`config.mk`:
```
export PLATFORM = sky130hd
export DESIGN_NAME = xic_ctrl
export DESIGN_NICKNAME = d
export VERILOG_FILES = /design/src/shared/xic_pkg.sv /design/src/verilog/xic_chan.sv /design/src/verilog/xic_ctrl.sv
export VERILOG_INCLUDE_DIRS = /design/src /design/src/shared
export SDC_FILE = /design/constraint.sdc
export NUM_CORES = 1
export LEC_CHECK = 0
export ABC_AREA = 1
export BUFFER_PORTS_ARGS = -buffer_cell sky130_fd_sc_hd__buf_2
export CELL_PAD_IN_SITES_DETAIL_PLACEMENT = 0
export CELL_PAD_IN_SITES_GLOBAL_PLACEMENT = 1
export CORE_MARGIN = 2
export CORE_UTILIZATION = 35
export CTS_BUF_LIST = sky130_fd_sc_hd__clkbuf_4 sky130_fd_sc_hd__clkbuf_8 sky130_fd_sc_hd__clkbuf_16
export DETAILED_ROUTE_END_ITERATION = 8
export PLACE_DENSITY_LB_ADDON = 0.1
export SETUP_SLACK_MARGIN = 0.1
export SLEW_MARGIN = 40
export SYNTH_ARGS = -nofsm -noshare
export SYNTH_HDL_FRONTEND = slang
export SYNTH_HIERARCHICAL = 1
export SYNTH_SLANG_ARGS = --single-unit
```
`constraint.sdc`:
```
create_clock -name clk -period 2.8 [get_ports clk]
set_input_delay 0 -clock clk [delete_from_list [all_inputs] [get_ports clk]]
set_output_delay 0 -clock clk [all_outputs]
set_load 0.005 [all_outputs]
```
`src/shared/xic_map.svh`:
```
// register address, bit positions and reset values of the extra interrupt control block
`ifndef XIC_MAP_SVH
`define XIC_MAP_SVH

// ****************************************
// register and bit addresses, reset value
// ****************************************
`define XIC_CTRL_ADDR      8'hc0
`define XIC_BIT_BASE       8'hc0
`define XIC_CTRL_RESET     8'h00

// ****************************************
// field positions
// ****************************************
`define XIC_IRQ2_EDGE_POS  3'h0
`define XIC_IRQ2_FLAG_POS  3'h1
`define XIC_IRQ2_EN_POS    3'h2
`define XIC_IRQ2_PRIO_POS  3'h3
`define XIC_IRQ3_EDGE_POS  3'h4
`define XIC_IRQ3_FLAG_POS  3'h5
`define XIC_IRQ3_EN_POS    3'h6
`define XIC_IRQ3_PRIO_POS  3'h7

// ****************************************
// vectors and polling order
// ****************************************
`define XIC_IRQ2_VECTOR    8'h33
`define XIC_IRQ3_VECTOR    8'h3b
`define XIC_IRQ2_POLL      3'h6
`define XIC_IRQ3_POLL      3'h7

// machine cycle length in core clocks
`define XIC_SAMPLE_DIV     8'h0c

`endif

```
`src/shared/xic_pkg.sv`:
```
// types shared by the extra interrupt control block
package xic_pkg;

    // one nibble per input, msb first
    typedef struct packed {
        logic high_priority;
        logic enable;
        logic pending_flag;
        logic edge_select;
    } xic_chan_t;

    typedef struct packed {
        xic_chan_t irq3;
        xic_chan_t irq2;
    } xic_ctrl_t;

    // request toward the interrupt system
    typedef struct packed {
        logic       request;
        logic       high_priority;
        logic [7:0] vector;
        logic [2:0] poll_order;
    } xic_req_t;

    typedef enum logic [1:0] {
        XIC_SEQ_IDLE = 2'b01,
        XIC_SEQ_TICK = 2'b10
    } xic_seq_t;

endpackage : xic_pkg

```
`src/verilog/xic_chan.sv`:
```
// one extra external interrupt channel: pin sync, sampling, flag
`timescale 1ns/1ps
`include "xic_map.svh"

module xic_chan (
    input  wire logic clk,
    input  wire logic reset,
    input  wire logic pin_n,
    input  wire logic alt_enable,
    input  wire logic sample_tick,
    input  wire logic edge_select,
    input  wire logic flag_write,
    input  wire logic flag_wdata,
    input  wire logic serviced,
    output logic      pending_flag
);
    import xic_pkg::*;

    logic sync_a;
    logic sync_b;
    logic last_sample;
    logic cur_sample;
    logic next_flag;
    wire  fall_seen;
    wire  level_low;

    // ****************************************
    // pin synchroniser
    // ****************************************
    // first stage feeds only the second one
    always_ff @(posedge clk) begin
        sync_a <= pin_n;
        sync_b <= sync_a;
    end

    // ****************************************
    // machine cycle sampling
    // ****************************************
    // pin as gpio reads idle high, so it never raises a request
    always_ff @(posedge clk) begin
        if (reset) begin
            cur_sample  <= 1'b1;
            last_sample <= 1'b1;
        end else if (sample_tick) begin
            cur_sample  <= alt_enable ? sync_b : 1'b1;
            last_sample <= cur_sample;
        end
    end

    // falling edge from one sample to the next
    assign fall_seen = sample_tick & last_sample & ~cur_sample;
    assign level_low = ~cur_sample;

    // set beats service and software clear in the same cycle
    always_comb begin
        next_flag = pending_flag;
        if (edge_select) begin
            if (flag_write) next_flag = flag_wdata;
            else if (serviced) next_flag = 1'b0;
            if (fall_seen) next_flag = 1'b1;
        end else begin
            next_flag = level_low;
        end
    end

    always_ff @(posedge clk) begin
        if (reset) pending_flag <= 1'b0;
        else pending_flag <= next_flag;
    end

endmodule : xic_chan

```
`src/verilog/xic_ctrl.sv`:
```
// extra external interrupt control register and request outputs
// Contract
// - the control register sits at special-function address c0h, bits msb first irq3 prio, en, flag, type, then irq2.
// - both extra inputs behave like the standard external interrupts with their own controls.
// - irq3 priority bit set gives irq3 the high level, clear gives the low level.
// - irq3 requests reach the processor only while irq3 is enabled.
// - in edge mode a falling edge sets the irq3 flag and service clears it.
// - irq3 type bit set means falling-edge trigger, clear means low-level trigger.
// - irq2 priority bit set gives irq2 the high level, clear gives the low level.
// - irq2 requests reach the processor only while irq2 is enabled.
// - in edge mode a falling edge sets the irq2 flag and service clears it.
// - irq2 type bit set means falling-edge trigger, clear means low-level trigger.
// - the inputs come from aux port bits 2 and 3 only when their alternate function is selected.
// - irq2 vectors to 33h polled sixth, irq3 to 3bh polled seventh and last.
`timescale 1ns/1ps
`include "xic_map.svh"

module xic_ctrl #(
    parameter logic [7:0] SAMPLE_DIV = `XIC_SAMPLE_DIV
) (
    input  wire logic       clk,
    input  wire logic       reset,
    input  wire logic [7:0] sfr_addr,
    input  wire logic       sfr_write,
    input  wire logic [7:0] sfr_wdata,
    input  wire logic [7:0] bit_addr,
    input  wire logic       bit_write,
    input  wire logic       bit_wdata,
    output logic [7:0]      sfr_rdata,
    output logic            sfr_hit,
    output logic            bit_rdata,
    output logic            bit_hit,
    input  wire logic [3:0] aux_nibble_port,
    input  wire logic [1:0] alt_select,
    input  wire logic       irq2_ack,
    input  wire logic       irq3_ack,
    output xic_pkg::xic_req_t irq2_req,
    output xic_pkg::xic_req_t irq3_req
);
    import xic_pkg::*;

    xic_ctrl_t  ctrl;
    xic_seq_t   seq;
    logic [7:0] div_cnt;
    logic       flag2;
    logic       flag3;
    wire        byte_sel;
    wire        bit_sel;
    wire [2:0]  bit_pos;
    wire [7:0]  ctrl_bits;
    wire [7:0]  bit_mask;
    wire [7:0]  bit_base;
    wire [7:0]  write_value;
    wire        ctrl_write;
    wire        sample_tick;
    wire        flag2_write;
    wire        flag3_write;

    // ****************************************
    // address decode
    // ****************************************
    assign byte_sel = (sfr_addr == `XIC_CTRL_ADDR);
    // bit space c0h..c7h, compared on the upper five bits only
    assign bit_base = `XIC_BIT_BASE;
    assign bit_sel  = (bit_addr[7:3] == bit_base[7:3]);
    assign bit_pos  = bit_addr[2:0];
    assign bit_mask = 8'h01 << bit_pos;
    assign ctrl_bits = {ctrl.irq3.high_priority, ctrl.irq3.enable, flag3, ctrl.irq3.edge_select,
                        ctrl.irq2.high_priority, ctrl.irq2.enable, flag2, ctrl.irq2.edge_select};
    assign ctrl_write = (sfr_write & byte_sel) | (bit_write & bit_sel);
    // single-bit write leaves other bits untouched
    assign write_value = (sfr_write & byte_sel) ? sfr_wdata
                       : (bit_wdata ? (ctrl_bits | bit_mask) : (ctrl_bits & ~bit_mask));
    assign flag2_write = ctrl_write & ((sfr_write & byte_sel) | (bit_pos == `XIC_IRQ2_FLAG_POS));
    assign flag3_write = ctrl_write & ((sfr_write & byte_sel) | (bit_pos == `XIC_IRQ3_FLAG_POS));

    // ****************************************
    // read paths
    // ****************************************
    assign sfr_hit   = byte_sel;
    assign bit_hit   = bit_sel;
    assign sfr_rdata = byte_sel ? ctrl_bits : 8'h00;
    assign bit_rdata = bit_sel & ctrl_bits[bit_pos];

    // ****************************************
    // control bits (flags live in the channels)
    // ****************************************
    always_ff @(posedge clk) begin
        if (reset) begin
            ctrl <= xic_ctrl_t'(`XIC_CTRL_RESET);
        end else if (ctrl_write) begin
            ctrl <= xic_ctrl_t'(write_value);
        end
    end

    // ****************************************
    // machine cycle sequencer
    // ****************************************
    // one tick per machine cycle keeps edges as slow as the core sees them
    always_ff @(posedge clk) begin
        if (reset) begin
            div_cnt <= 8'h00;
            seq     <= XIC_SEQ_IDLE;
        end else begin
            case (seq)
                XIC_SEQ_IDLE: begin
                    div_cnt <= div_cnt + 8'h01;
                    if (div_cnt == SAMPLE_DIV - 8'h02) seq <= XIC_SEQ_TICK;
                end
                XIC_SEQ_TICK: begin
                    div_cnt <= 8'h00;
                    seq     <= XIC_SEQ_IDLE;
                end
                default: begin
                    div_cnt <= 8'h00;
                    seq     <= XIC_SEQ_IDLE;
                end
            endcase
        end
    end
    assign sample_tick = (seq == XIC_SEQ_TICK);

    // ****************************************
    // channels
    // ****************************************
    // both share one channel design, as the standard pair does
    xic_chan u_irq2 (
        .clk          (clk),
        .reset        (reset),
        .pin_n        (aux_nibble_port[2]),
        .alt_enable   (alt_select[0]),
        .sample_tick  (sample_tick),
        .edge_select  (ctrl.irq2.edge_select),
        .flag_write   (flag2_write),
        .flag_wdata   (write_value[`XIC_IRQ2_FLAG_POS]),
        .serviced     (irq2_ack),
        .pending_flag (flag2)
    );

    xic_chan u_irq3 (
        .clk          (clk),
        .reset        (reset),
        .pin_n        (aux_nibble_port[3]),
        .alt_enable   (alt_select[1]),
        .sample_tick  (sample_tick),
        .edge_select  (ctrl.irq3.edge_select),
        .flag_write   (flag3_write),
        .flag_wdata   (write_value[`XIC_IRQ3_FLAG_POS]),
        .serviced     (irq3_ack),
        .pending_flag (flag3)
    );

    // ****************************************
    // requests toward the interrupt system
    // ****************************************
    assign irq2_req.request       = flag2 & ctrl.irq2.enable;
    assign irq2_req.high_priority = ctrl.irq2.high_priority;
    assign irq2_req.vector        = `XIC_IRQ2_VECTOR;
    assign irq2_req.poll_order    = `XIC_IRQ2_POLL;
    assign irq3_req.request       = flag3 & ctrl.irq3.enable;
    assign irq3_req.high_priority = ctrl.irq3.high_priority;
    assign irq3_req.vector        = `XIC_IRQ3_VECTOR;
    assign irq3_req.poll_order    = `XIC_IRQ3_POLL;

endmodule : xic_ctrl

```
### Yosys cells after proc, flatten, opt, wreduce, memory -nomap -nowiden

Index checks and enable logic that the tools add are counted.

| operators by class | value |
|---|---|
| add/sub/neg operators | 1 |
| $mul | 0 |
| div/mod/pow operators | 0 |
| magnitude comparators | 1 |
| equality and inequality tests | 9 |
| shift operators | 1 |
| mux-type cells | 15 |
| bitwise operators | 20 |
| reduce and logical (&&, ||, !) cells | 1 |

Operators by type and width:

| operator | count |
|---|---|
| 8-bit two-way mux | 3 |
| 1-bit AND | 11 |
| 1-bit two-way mux | 11 |
| 8-bit by 1-bit adder with 8-bit output, second input constant | 1 |
| 8-bit AND | 1 |
| 8-bit by 4-bit equality test with 1-bit output, second input constant | 1 |
| 8-bit equality test, second input constant | 1 |
| 4-bit by 2-bit inequality test with 1-bit output, second input constant | 2 |
| 8-bit NOT | 1 |
| 8-bit OR | 1 |
| 1-bit by 3-bit << shifter with 8-bit output, first input constant | 1 |
| 5-bit equality test, second input constant | 1 |
| 3-bit by 4-bit less-than comparator with 1-bit output, second input constant | 1 |
| 1-bit binary-select mux with 3-bit select | 1 |
| 3-bit by 1-bit equality test with 1-bit output, second input constant | 1 |
| 3-bit equality test, second input constant | 1 |
| 1-bit NOT | 3 |
| 1-bit OR | 3 |
| 2-bit by 1-bit equality test with 1-bit output, second input constant | 1 |
| 2-bit equality test, second input constant | 1 |
| 2-bit OR reduction | 1 |

| word-level totals | value |
|---|---|
| bits in registers | 26 |
| bits in latches | 0 |
| RAM bits | 0 |
| memory bits (read-only) | 0 |
| bits of input ports | 37 |
| output and inout bits | 37 |
| word-level logic and storage cells | 66 |
| memories kept | 0 |

### Logic depth before layout (Yosys ltp)

Gate-level depths: netlist of run 1.

| logic depth | value |
|---|---|
| word-level depth | 8 |
| depth in mapped cells | 11 |
| gate-level depth less buffers | 10 |

### Hierarchy

Netlist of run 1, hierarchy kept.

Modules (own cells, without submodules):

| module | times used | cells an instance | area an instance (µm²) | sequential area each (µm²) |
|---|---|---|---|---|
| xic_ctrl | 1 | 230 | 1432.6 | 320.3 |
| xic_chan | 2 | 25 | 187.7 | 100.1 |

### Worst setup path after synthesis of run 1

OpenSTA, ideal clock, no wires.

| timing | value |
|---|---|
| path kind | flip-flop to flip-flop |
| start point | register div_cnt[0] |
| end point | register div_cnt[6] |
| setup time | 120 ps |
| arrival time | 1022 ps |
| path slack | 1658 ps |
| cell stages (with the launch flop) | 8 |
| path buffers | 0 |
| clock period less this slack | 1142 ps |
| path through | dfxtp_1 > ha_1 > nand2_1 > inv_1 > nand2_1 > nor3_1 > xnor2_1 > nor2_1 |

| on the way | value |
|---|---|
| longest elaborated chain between the ends | 1 |

RTL lines:

| element | RTL line | RTL |
|---|---|---|
| from (decl) | xic_ctrl.sv:44 | `logic [7:0] div_cnt;` |
| from (signal assigned) | xic_ctrl.sv:107 | `div_cnt <= div_cnt + 8'h01;` |
| 8-bit by 1-bit adder with 8-bit output | xic_ctrl.sv:107 |  |

No other way between the ends.
A chain may end at the register's enable or synchronous reset.

### Worst setup path after layout of run 1

| timing | value |
|---|---|
| start point | input reset |
| end point | register div_cnt[4] |

| on the way | value |
|---|---|
| longest elaborated chain between the ends | 1 |

RTL lines:

| element | RTL line | RTL |
|---|---|---|
| from (decl) | xic_ctrl.sv:22 | `input wire logic reset,` |
| 2-bit OR reduction (no source line) | n/a |  |

No other way between the ends.

==> key figures, run 1 <==
Cells and area
  – Share of layout cells above drive strength 1: 0.2523
  – Multi-input gate area in the final layout: around 970 um2
  – Storage element area: 520.5 um2
  – Layout Nets: 369
  – P&R area growth vs syn: 16.68%
  – Ant. Diodes: 0
  – Fill count: 561
  – Final core occ: 0.4184
  – Non-Filler Instances: around 400

Clock network
  – Root Driver: clkbuf_8
  – Worst-Skew Late Latency: ~270 ps
  – Hold-fix buffers, CTS: 3
  – Clock buffer depth: 2
  – Number of setup buffers added after CTS: 0
  – Num CTS Buffers: 3
  – # resized after CTS: 0
  – H-tree lvl count: 1
  – Reg clk slew, reported paths: ~90 ps
  – CTS tree: built
  – Num Clock Sinks: 26

STA
  – Slew @ Worst Pin: 546.0 ps
  – Setup Skew: 8.711 ps
  – Final Setup Violations: 0
  – Hold Worst Slack: about 28 ps
  – Final hold violation count: 0
  – Fmax: 710.0 MHz
  – Part of the cycle the worst path needs: 0.5030
  – Final setup TNS: 0 ps
  – RSZ-0062 raised after global routing: false
  – Setup WS post-layout: 1392 ps
  – Rel. slew slack: 0.6347
  – Max Slew Vio Count: 0
  – Tmin final: approximately 1400 ps

Placement
  – Final GP Congestion: 0.7861
  – Port Buffers: just under 50
  – Detail Placement HPWL: approximately 3000 um
  – Post-Place Setup Slack: between 1500 and 2000 ps
  – Placed cell count: ~400

Synthesis
  – EDFF count, synth: 0
  – Syn Inst Count: 280
  – Synthesis Warnings: 6
  – Post-Syn Area: 1808 um2
  – Fraction of registers with async set/reset: 0
  – Avg Inst Size Synth: 6.457 um2
  – Synth Register Bits: 26
  – Unique masters post-synth: 27
  – Register area share after synthesis: 0.2879
  – Most used DFF post-synth: dfxtp_1

Global routing
  – Global-route wire length before repair: 6265 um
  – Aggregate global routing overflow: 0
  – Largest net degree at the start of global routing: 25
  – Tot GR Track Use: 0.1422
  – Initial antenna violation count: 0
  – Vias in the first global route: around 1,400

Worst setup path
  – Worst Setup Start Kind: input port
  – CP endpoint kind: register
  – R2R cell count: 7
  – R2r startpoint: div_cnt[0]
  – Reg2Reg Setup Slack: 1540 ps
  – Worst Path Class, Setup: input port to register
  – Worst-path maximum fanout: 7
  – Data arrival, critical path: ~1600 ps
  – RR Endpoint: div_cnt[6]
  – Data required, critical path: between 3000 and 4000 ps

Route
  – Metal1 wirelength: 1883 um
  – Met3 WL post-DR: 202 um
  – WL/cell: 9.536 um
  – Highest metal used: met4
  – Starting DRT DRC Count: 54
  – Vias: 1,641
  – Post-route ant nets: 0
  – Routed WL: approximately 3800 um
  – Drt first pass iters: 4
  – DRC Markers: 0
  – Vias per Instance: between 4 and 5
  – Routed wl met2: roughly 1700 um

Power
  – Pwr per Cell Area: between 300 and 400 nW/um2
  – Lkg Pwr: 1.119 nW
  – VDD IR-drop max: between 0.15 and 0.2 mV

Die
  – # IOs: 74
  – Row Count: 26
  – Die width: around 76 um
  – Core footprint: 5042 um2
  – Die Area: around 5800 um2
  – Starting density of the core: 0.3586
  – Chip height: between 70 and 80 um

Run
  – Maxcap violations: 0

Hold path
  – Worst Hold Class: input port to register
  – Worst hold start: alt_select[1]
  – Worst Hold End: u_irq3/cur_sample
  – Hold depth: 4

Status
  – Status: finished clean
-- how the worst max path moves through the flow --
| stage | slack, ps | depth (start not counted) | to | start |
|---|---|---|---|---|
| global placement | 1530 | 10 | u_irq2/pending_flag | sfr_addr[3] |
| CTS | 1370 | 7 | div_cnt[4] | reset |
| detailed placement | 1530 | 10 | u_irq2/pending_flag | sfr_addr[3] |
| finish | 1390 | 7 | div_cnt[4] | reset |
| floorplan | 1660 | 7 | div_cnt[6] | div_cnt[0] |
| global route | 1220 | 7 | div_cnt[4] | reset |
-- stage by stage --
stage / power [mW] / cell area, um2
floorplan: 0.4581 / 1883
finish: 0.7850 / 2110
CTS: 0.8018 / 2110
global placement: 0.4746 / 2008
global route: 0.8294 / 2110
detailed placement: 0.4751 / 2008
-- cells in the mapped netlist (all sizes together) (2+ instances only) --
cell | n | share of area
inv | 49 | 0.10
o21ai | 12 | 0.033
a21oi | 10 | 0.032
ha | 2 | 0.014
nor3 | 11 | 0.030
nand3 | 29 | 0.11
dfxtp | 26 | 0.29
nand2 | 62 | 0.14
nand3b | 2 | 0.0083
nor2 | 44 | 0.11
conb | 2 | 0.0042
buf | 27 | 0.11
-- power by group --
group          switching (mW)  internal, mW  total [mW]
Combinational          0.0549        0.0345      0.0894
Sequential            0.00378         0.377       0.380
Clock                   0.124         0.191       0.315
Total                   0.183         0.602       0.785
-- cells by family after synthesis --
kind of cell | after synthesis | share of synthesized area
adder cells (fa/ha/maj) | 2 | 0.01384
XOR/XNOR | 1 | 0.004845
AO/OA/AOI/OAI | 23 | 0.06852
flip-flops | 26 | 0.2879
buffers and inverters | 76 | 0.2180
AND/OR/NAND/NOR | 150 | 0.4028
other | 2 | 0.004154
-- area by class of cell --
| class | instances | area share |
|---|---|---|
| Clock inverter | 1 | 0.01423 |
| Tap cell | 70 | 0.04152 |
| Clock buffer | 3 | 0.01957 |
| Sequential cell | 26 | 0.2467 |
| Inverter | 49 | 0.08838 |
| Timing Repair Buffer | 52 | 0.1305 |
| Multi-Input combinational cell | 198 | 0.4591 |
-- per-layer routing --
metal	track usage	up-vias
li1	-	914
met1	0.1864	680
met2	0.2375	45
met3	0.02249	2
met4	0.04678	0
met5	0	-
-- critical path, cell delays in order --
cell	delay [ps]
dlygate4sd3_1	530
buf_2	160
inv_1	240
nand3_1	280
inv_1	190
o21ai_0	100
a21oi_1	110
-- layout by cell type (no fill, tap or decap) --
| cell | n |
|---|---|
| nand2_2 | 3 |
| nand2_1 | 58 |
| nand2_4 | 1 |
| a21oi_2 | 2 |
| dlygate4sd3_1 | 3 |
| nand3b_1 | 2 |
| inv_1 | 43 |
| dfxtp_1 | 26 |
| nand4_1 | 1 |
| nand3_2 | 9 |
| o22ai_1 | 1 |
| buf_2 | 49 |
| conb_1 | 22 |
| nor3_1 | 11 |
| nand3_4 | 1 |
| nand3_1 | 19 |
| inv_2 | 5 |
| nor2_1 | 36 |
| bufinv_16 | 1 |
| nor4_1 | 1 |
| nor2_4 | 2 |
| clkbuf_8 | 3 |
| o21ai_0 | 12 |
| xnor2_1 | 1 |
| a21oi_1 | 8 |
| nor2_2 | 6 |
| inv_4 | 1 |
| ha_1 | 2 |
Note: power is estimated with default switching activity, not from simulation.
==> inputs of run 2 (changes only) <==
--- a/config.mk
+++ b/config.mk
@@ -11,7 +11,7 @@
 export CELL_PAD_IN_SITES_DETAIL_PLACEMENT = 0
 export CELL_PAD_IN_SITES_GLOBAL_PLACEMENT = 1
 export CORE_MARGIN = 2
-export CORE_UTILIZATION = 35
+export CORE_UTILIZATION = 32
 export CTS_BUF_LIST = sky130_fd_sc_hd__clkbuf_4 sky130_fd_sc_hd__clkbuf_8 sky130_fd_sc_hd__clkbuf_16
 export DETAILED_ROUTE_END_ITERATION = 8
 export PLACE_DENSITY_LB_ADDON = 0.1
==> constraint.sdc (replaced) <==
create_clock -name clk -period 1.4 [get_ports clk]
set_input_delay 0 -clock clk [delete_from_list [all_inputs] [get_ports clk]]
set_output_delay 0 -clock clk [all_outputs]
set_load 0.005 [all_outputs]
==> run 2 against run 1 <==
Against the previous run:
- first-iteration DRC count fell by 7.4%
- die area rose by 8.9%
- clock power rose by 100%
- critical path depth fell by 1
- routed wire length rose by 2.4%
- utilization fell by 1.8 points
- non-clock buffer count rose by 7
- register-to-register slack got worse by 1300 ps
- combinational power rose by 110%
- design area rose by 3.8%
- largest power group unchanged
==> key figures, run 2 (synthesis results as in run 1) <==
Global routing
  – Tot GR Track Use: 0.1342 (-0.007971)
  – Global-route wire length before repair: 6706 um (+7.0%)
  – Initial antenna violation count: 0 (unchanged)
  – Vias in the first global route: 1,522 (+6.4%)
  – Aggregate global routing overflow: 0 (unchanged)
  – Largest net degree at the start of global routing: 16 (-36%)

Placement
  – Detail Placement HPWL: 3182 um (+8.9%)
  – Final GP Congestion: 0.7939 (+0.99%)
  – Port Buffers: 49 (unchanged)
  – Placed cell count: 401 (+2.3%)

Route
  – Vias per Instance: 4.147 (+0.83%)
  – Vias: 1,692 (+3.1%)
  – DRC Markers: 0 (unchanged)
  – Routed WL: 3896 um (+2.4%)
  – Starting DRT DRC Count: 50 (-7.4%)
  – Post-route ant nets: 0 (unchanged)
  – WL/cell: 9.549 um (+0.13%)
  – Drt first pass iters: 4 (unchanged)

Die
  – Core footprint: 5473 um2 (+8.5%)
  – Row Count: 27 (+3.8%)
  – Die width: 79.17 um (+4.3%)
  – Chip height: 79.17 um (+4.3%)
  – Die Area: 6267 um2 (+8.9%)
  – # IOs: 74 (unchanged)
  – Starting density of the core: 0.3304 (-0.02820)

STA
  – Part of the cycle the worst path needs: 0.8557
  – Setup Skew: 1.581 ps (-7.130 ps)
  – Final hold violation count: 0 (unchanged)
  – Max Slew Vio Count: 0 (unchanged)
  – Tmin final: roughly 1200 ps
  – Fmax: around 830 MHz
  – RSZ-0062 raised after global routing: false
  – Final setup TNS: 0 ps (unchanged)
  – Final Setup Violations: 0 (unchanged)

Clock network
  – CTS tree: built
  – Clock buffer depth: 2 (unchanged)
  – Root Driver: clkbuf_8
  – Num Clock Sinks: 26 (unchanged)
  – Reg clk slew, reported paths: 90 ps (about the same)
  – Worst-Skew Late Latency: 270 ps (about the same)
  – H-tree lvl count: 1 (unchanged)
  – Number of setup buffers added after CTS: 0 (unchanged)
  – Num CTS Buffers: 3 (unchanged)

Cells and area
  – Layout Nets: 376 (+1.9%)
  – Most frequent cells in the layout: nand2_1 (58), buf_2 (49), inv_1 (43)
  – P&R area growth vs syn: 21.11%
  – Fill count: 611 (+8.9%)
  – Most common cell after layout, fill and taps aside: nand2_1
  – Non-Filler Instances: 408 (+2.3%)
  – Share of layout cells above drive strength 1: 0.2917 (+0.03939)
  – Ant. Diodes: 0 (unchanged)

Worst setup path
  – Worst Path Class, Setup: register to primary output
  – Worst-path maximum fanout: 3 (-4)
  – CP endpoint kind: primary output
  – Worst Setup Start Kind: register
  – Crit path launch: u_irq3/pending_flag
  – Data arrival, critical path: 1200 ps (-420 ps)
  – Data required, critical path: 1400 ps (-1610 ps)
  – R2r startpoint: div_cnt[1]

Status
  – Status: finished clean

Power
  – Lkg Pwr: 1.156 nW (+3.3%)
  – VDD IR-drop max: 0.5919 mV (+200%)
  – Pwr per Cell Area: 722.2 nW/um2 (+94%)

Hold path
  – Worst Hold Class: input port to register
  – Worst hold start: alt_select[1]

Run
  – Maxcap violations: 0 (unchanged)
## run 2: cell types whose count changed in the layout (fill, tap and decap cells not counted)
cell     before  now
dfxtp_2       0    5
nor3_1       11    9
nand3_1      19   18
buf_6         0    1
nand3_2       9   10
buf_4         0    6
o21ai_1       0    2
nor3_2        0    2
dfxtp_1      26   21
o21ai_0      12   10
## run 2: repair_timing
item                                    in CTS  in global routing
resized for setup                            1                 10
pin swaps                                    0                  3
endpoints found under the setup margin       1                  2
hold buffers                                 3                  0
endpoints found under the hold margin        4                  0
## run 2: layer usage
metal,share of wire,vias to the layer above,track usage
met2,0.46,44,0.2280
met3,0.062,5,0.02614
met5,0,-,0
met4,0.012,0,0.03621
li1,-,926,-
met1,0.47,717,0.1733
## run 2: area by class of cell
cell class / count / area (um2) / area share
inverter: 49 / 186.4 / 0.08514
clock inverter: 1 / 30.03 / 0.01371
tap: 72 / 90.09 / 0.04114
sequential: 26 / 526.8 / 0.2406
clock buffer: 3 / 41.29 / 0.01886
multi-input combinational: 198 / 983.4 / 0.4491
timing repair buffer: 59 / 331.6 / 0.1514
## run 2: power breakdown
| group | internal (mW) | switching (mW) | leakage [nW] |
|---|---|---|---|
| clock network | 0.383 | 0.253 | 0.0357 |
| registers | 0.753 | 0.00746 | 0.214 |
| logic | 0.0736 | 0.111 | 0.906 |
## run 2: worst max-delay path: stages (launching register included)
cell,delay [ps]
dfxtp_2,330
buf_6,110
nand3_2,50
nand4_1,80
o21ai_1,150
nor2_1,70
buf_2,120
## run 2: path summary, 6_finish.rpt
kind,cells after the start,slack (ps),endpoint
setup / recovery,6,200,bit_rdata
hold reg to reg,0,340,u_irq2/sync_b
setup reg to reg,7,240,div_cnt[6]
hold / removal,4,20,u_irq3/cur_sample
## run 2: stage by stage
| step | utilization | cell area (um2) | hold WS, ps | power, mW | setup slack (ps) |
|---|---|---|---|---|---|
| 4_1_cts | 0.3957 | 2166 | 17.31 | 1.603 | 113.9 |
| 3_5_place_dp | 0.3770 | 2063 | 103.6 | 0.9559 | 170.9 |
| 2_1_floorplan | - | 1883 | 27.72 | 0.9162 | 257.8 |
| 6_report | 0.4001 | 2190 | 19.86 | 1.581 | 202.1 |
| 5_1_grt | 0.4001 | 2190 | 39.56 | 1.670 | 103.5 |
| 3_3_place_gp | 0.3770 | 2063 | 103.1 | 0.9552 | 188.3 |
==> inputs of run 3 (changes only) <==
--- a/config.mk
+++ b/config.mk
@@ -14,8 +14,9 @@
 export CORE_UTILIZATION = 32
 export CTS_BUF_LIST = sky130_fd_sc_hd__clkbuf_4 sky130_fd_sc_hd__clkbuf_8 sky130_fd_sc_hd__clkbuf_16
 export DETAILED_ROUTE_END_ITERATION = 8
-export PLACE_DENSITY_LB_ADDON = 0.1
+export PLACE_DENSITY = 0.85
 export SETUP_SLACK_MARGIN = 0.1
+export SKIP_LAST_GASP = 1
 export SLEW_MARGIN = 40
 export SYNTH_ARGS = -nofsm -noshare
 export SYNTH_HDL_FRONTEND = slang
==> run 3 against run 2 <==
Against the previous run:
- register-to-register slack about the same
- die area unchanged
- sequential cell count unchanged
- largest cell class unchanged
- sequential power about the same
- first-iteration DRC count increased by 98%
- critical path depth decreased by 1
- hold slack improved by 4.7 ps
==> key figures, run 3 (synthesis results as in run 1) <==
Status
  – Status: finished clean

Clock network
  – Root Driver: clkbuf_8
  – CTS tree: built
  – Number of setup buffers added after CTS: 0 (unchanged)
  – Reg clk slew, reported paths: 90 ps (about the same)
  – Num CTS Buffers: 3 (unchanged)
  – Clock buffer depth: 2 (unchanged)
  – Num Clock Sinks: 26 (unchanged)
  – H-tree lvl count: 1 (unchanged)
  – Worst-Skew Late Latency: 270 ps (about the same)

Global routing
  – Initial antenna violation count: 0 (unchanged)
  – Vias in the first global route: 1,502 (-1.3%)
  – Global-route wire length before repair: 6361 um (-5.1%)
  – Tot GR Track Use: 0.1280 (-0.006204)
  – Largest net degree at the start of global routing: 16 (unchanged)
  – Aggregate global routing overflow: 0 (unchanged)

Cells and area
  – Share of layout cells above drive strength 1: 0.2883 (-0.003378)
  – Most common cell after layout, fill and taps aside: nand2_1
  – Ant. Diodes: 0 (unchanged)
  – Fill count: 612 (+0.16%)
  – Multi-input gate area in the final layout: 992.2 um2 (+0.89%)
  – Final core occ: 0.3967 (-0.003429)
  – Final instance area: 2171 um2 (-0.86%)
  – Most frequent cells in the layout: nand2_1 (58), buf_2 (49), inv_1 (43)
  – P&R area growth vs syn: 20.07%
  – Storage element area: 525.5 um2 (-0.24%)
  – Layout Nets: 373 (-0.80%)

Worst setup path
  – Data arrival, critical path: 1200 ps (about the same)
  – Worst Path Class, Setup: register to primary output
  – RR Endpoint: div_cnt[6]
  – Reg2Reg Setup Slack: 250 ps (about the same)
  – Worst Setup Start Kind: register
  – Crit path launch: u_irq2/pending_flag
  – R2R cell count: 7 (unchanged)
  – CP endpoint kind: primary output
  – Worst-path maximum fanout: 3 (unchanged)
  – R2r startpoint: div_cnt[1]
  – Data required, critical path: 1400 ps (about the same)

Power
  – Total power: 1.561 mW (-1.3%)
  – Pwr per Cell Area: 719.3 nW/um2 (-0.40%)
  – VDD IR-drop max: 0.4785 mV (-19%)
  – Lkg Pwr: 1.145 nW (-0.95%)

Placement
  – Area after DPL: 2041 um2 (-1.1%)
  – Final GP Congestion: 0.8371 (+5.4%)
  – Post-Place Setup Slack: 163.6 ps (-7.338 ps)
  – Detail Placement HPWL: 3075 um (-3.3%)
  – Port Buffers: 49 (unchanged)

Hold path
  – Worst Hold End: u_irq2/cur_sample
  – Hold depth: 4 (unchanged)
  – Worst Hold Class: input port to register
  – Worst hold start: alt_select[0]

STA
  – RSZ-0062 raised after global routing: true
  – Final setup TNS: 0 ps (unchanged)
  – Max Slew Vio Count: 0 (unchanged)
  – Setup Skew: 3.531 ps (+1.950 ps)
  – Final hold violation count: 0 (unchanged)
  – Setup WS post-layout: 197.4 ps (-4.687 ps)
  – Fmax: 831.5 MHz (-0.39%)
  – Tmin final: 1203 ps (+4.687 ps)
  – Part of the cycle the worst path needs: 0.8590 (+0.003348)
  – Final Setup Violations: 0 (unchanged)

Die
  – Starting density of the core: 0.3304 (unchanged)
  – # IOs: 74 (unchanged)
  – Row Count: 27 (unchanged)
  – Die Area: 6267 um2 (unchanged)
  – Core footprint: 5473 um2 (unchanged)
  – Chip height: 79.17 um (unchanged)
  – Die width: 79.17 um (unchanged)

Route
  – DRC Markers: 0 (unchanged)
  – Routed WL: 3865 um (-0.80%)
  – Post-route ant nets: 0 (unchanged)
  – Drt first pass iters: 4 (unchanged)
  – Vias per Instance: 4.183 (+0.86%)
  – WL/cell: 9.543 um (about the same)
  – Vias: 1,694 (+0.12%)
  – Starting DRT DRC Count: 99 (+98%)

Run
  – Maxcap violations: 0 (unchanged)
==> run 3: critical path, stage by stage (launching register included) <==
cell,delay (ps)
dfxtp_2,360
inv_1,80
nor3_2,160
nor3_1,70
nor2_1,130
buf_2,130
==> run 3: per-layer routing <==
| metal | routed length, um | GRT usage | vias to the layer above |
|---|---|---|---|
| met5 | 0 | 0 | - |
| met4 | 38 | 0.03621 | 0 |
| met3 | 192 | 0.02500 | 2 |
| met2 | 1925 | 0.2373 | 38 |
| met1 | 1709 | 0.1484 | 731 |
| li1 | - | - | 923 |
==> run 3: what timing repair did <==
item,CTS,global route
setup endpoints to repair,0,4
hold buffers,3,0
resized for setup,0,10
hold endpoints to repair,4,0
==> run 3: per-stage QoR <==
stage | hold WS (ps) | instances
4_1_cts | 24.42 | 405
3_3_place_gp | 102.6 | 398
2_1_floorplan | 27.72 | 300
3_5_place_dp | 103.9 | 398
5_1_grt | 41.86 | 405
6_report | 24.56 | 405
==> run 3: how the worst max path moves through the flow <==
| stage | endpoint | slack [ps] | depth (start not counted) |
|---|---|---|---|
| after global placement | div_cnt[6] | 200 | 7 |
| after floorplan | div_cnt[6] | 260 | 7 |
| after detailed placement | div_cnt[6] | 160 | 7 |
| after CTS | bit_rdata | 120 | 5 |
| after global routing | div_cnt[7] | 60 | 7 |
| final | bit_rdata | 200 | 5 |
==> run 3: cell type report <==
cell class,instances,share of cell area
inverter,49,0.08588
tap,72,0.04150
timing repair buffer,56,0.1406
clock buffer,3,0.01902
clock inverter,1,0.01383
multi-input combinational,198,0.4571
sequential,26,0.2421
==> run 3: where the power goes <==
group | switching (mW) | internal, mW
Combinational | 0.111 | 0.0720
Clock | 0.234 | 0.382
Sequential | 0.00820 | 0.754
Total | 0.353 | 1.21
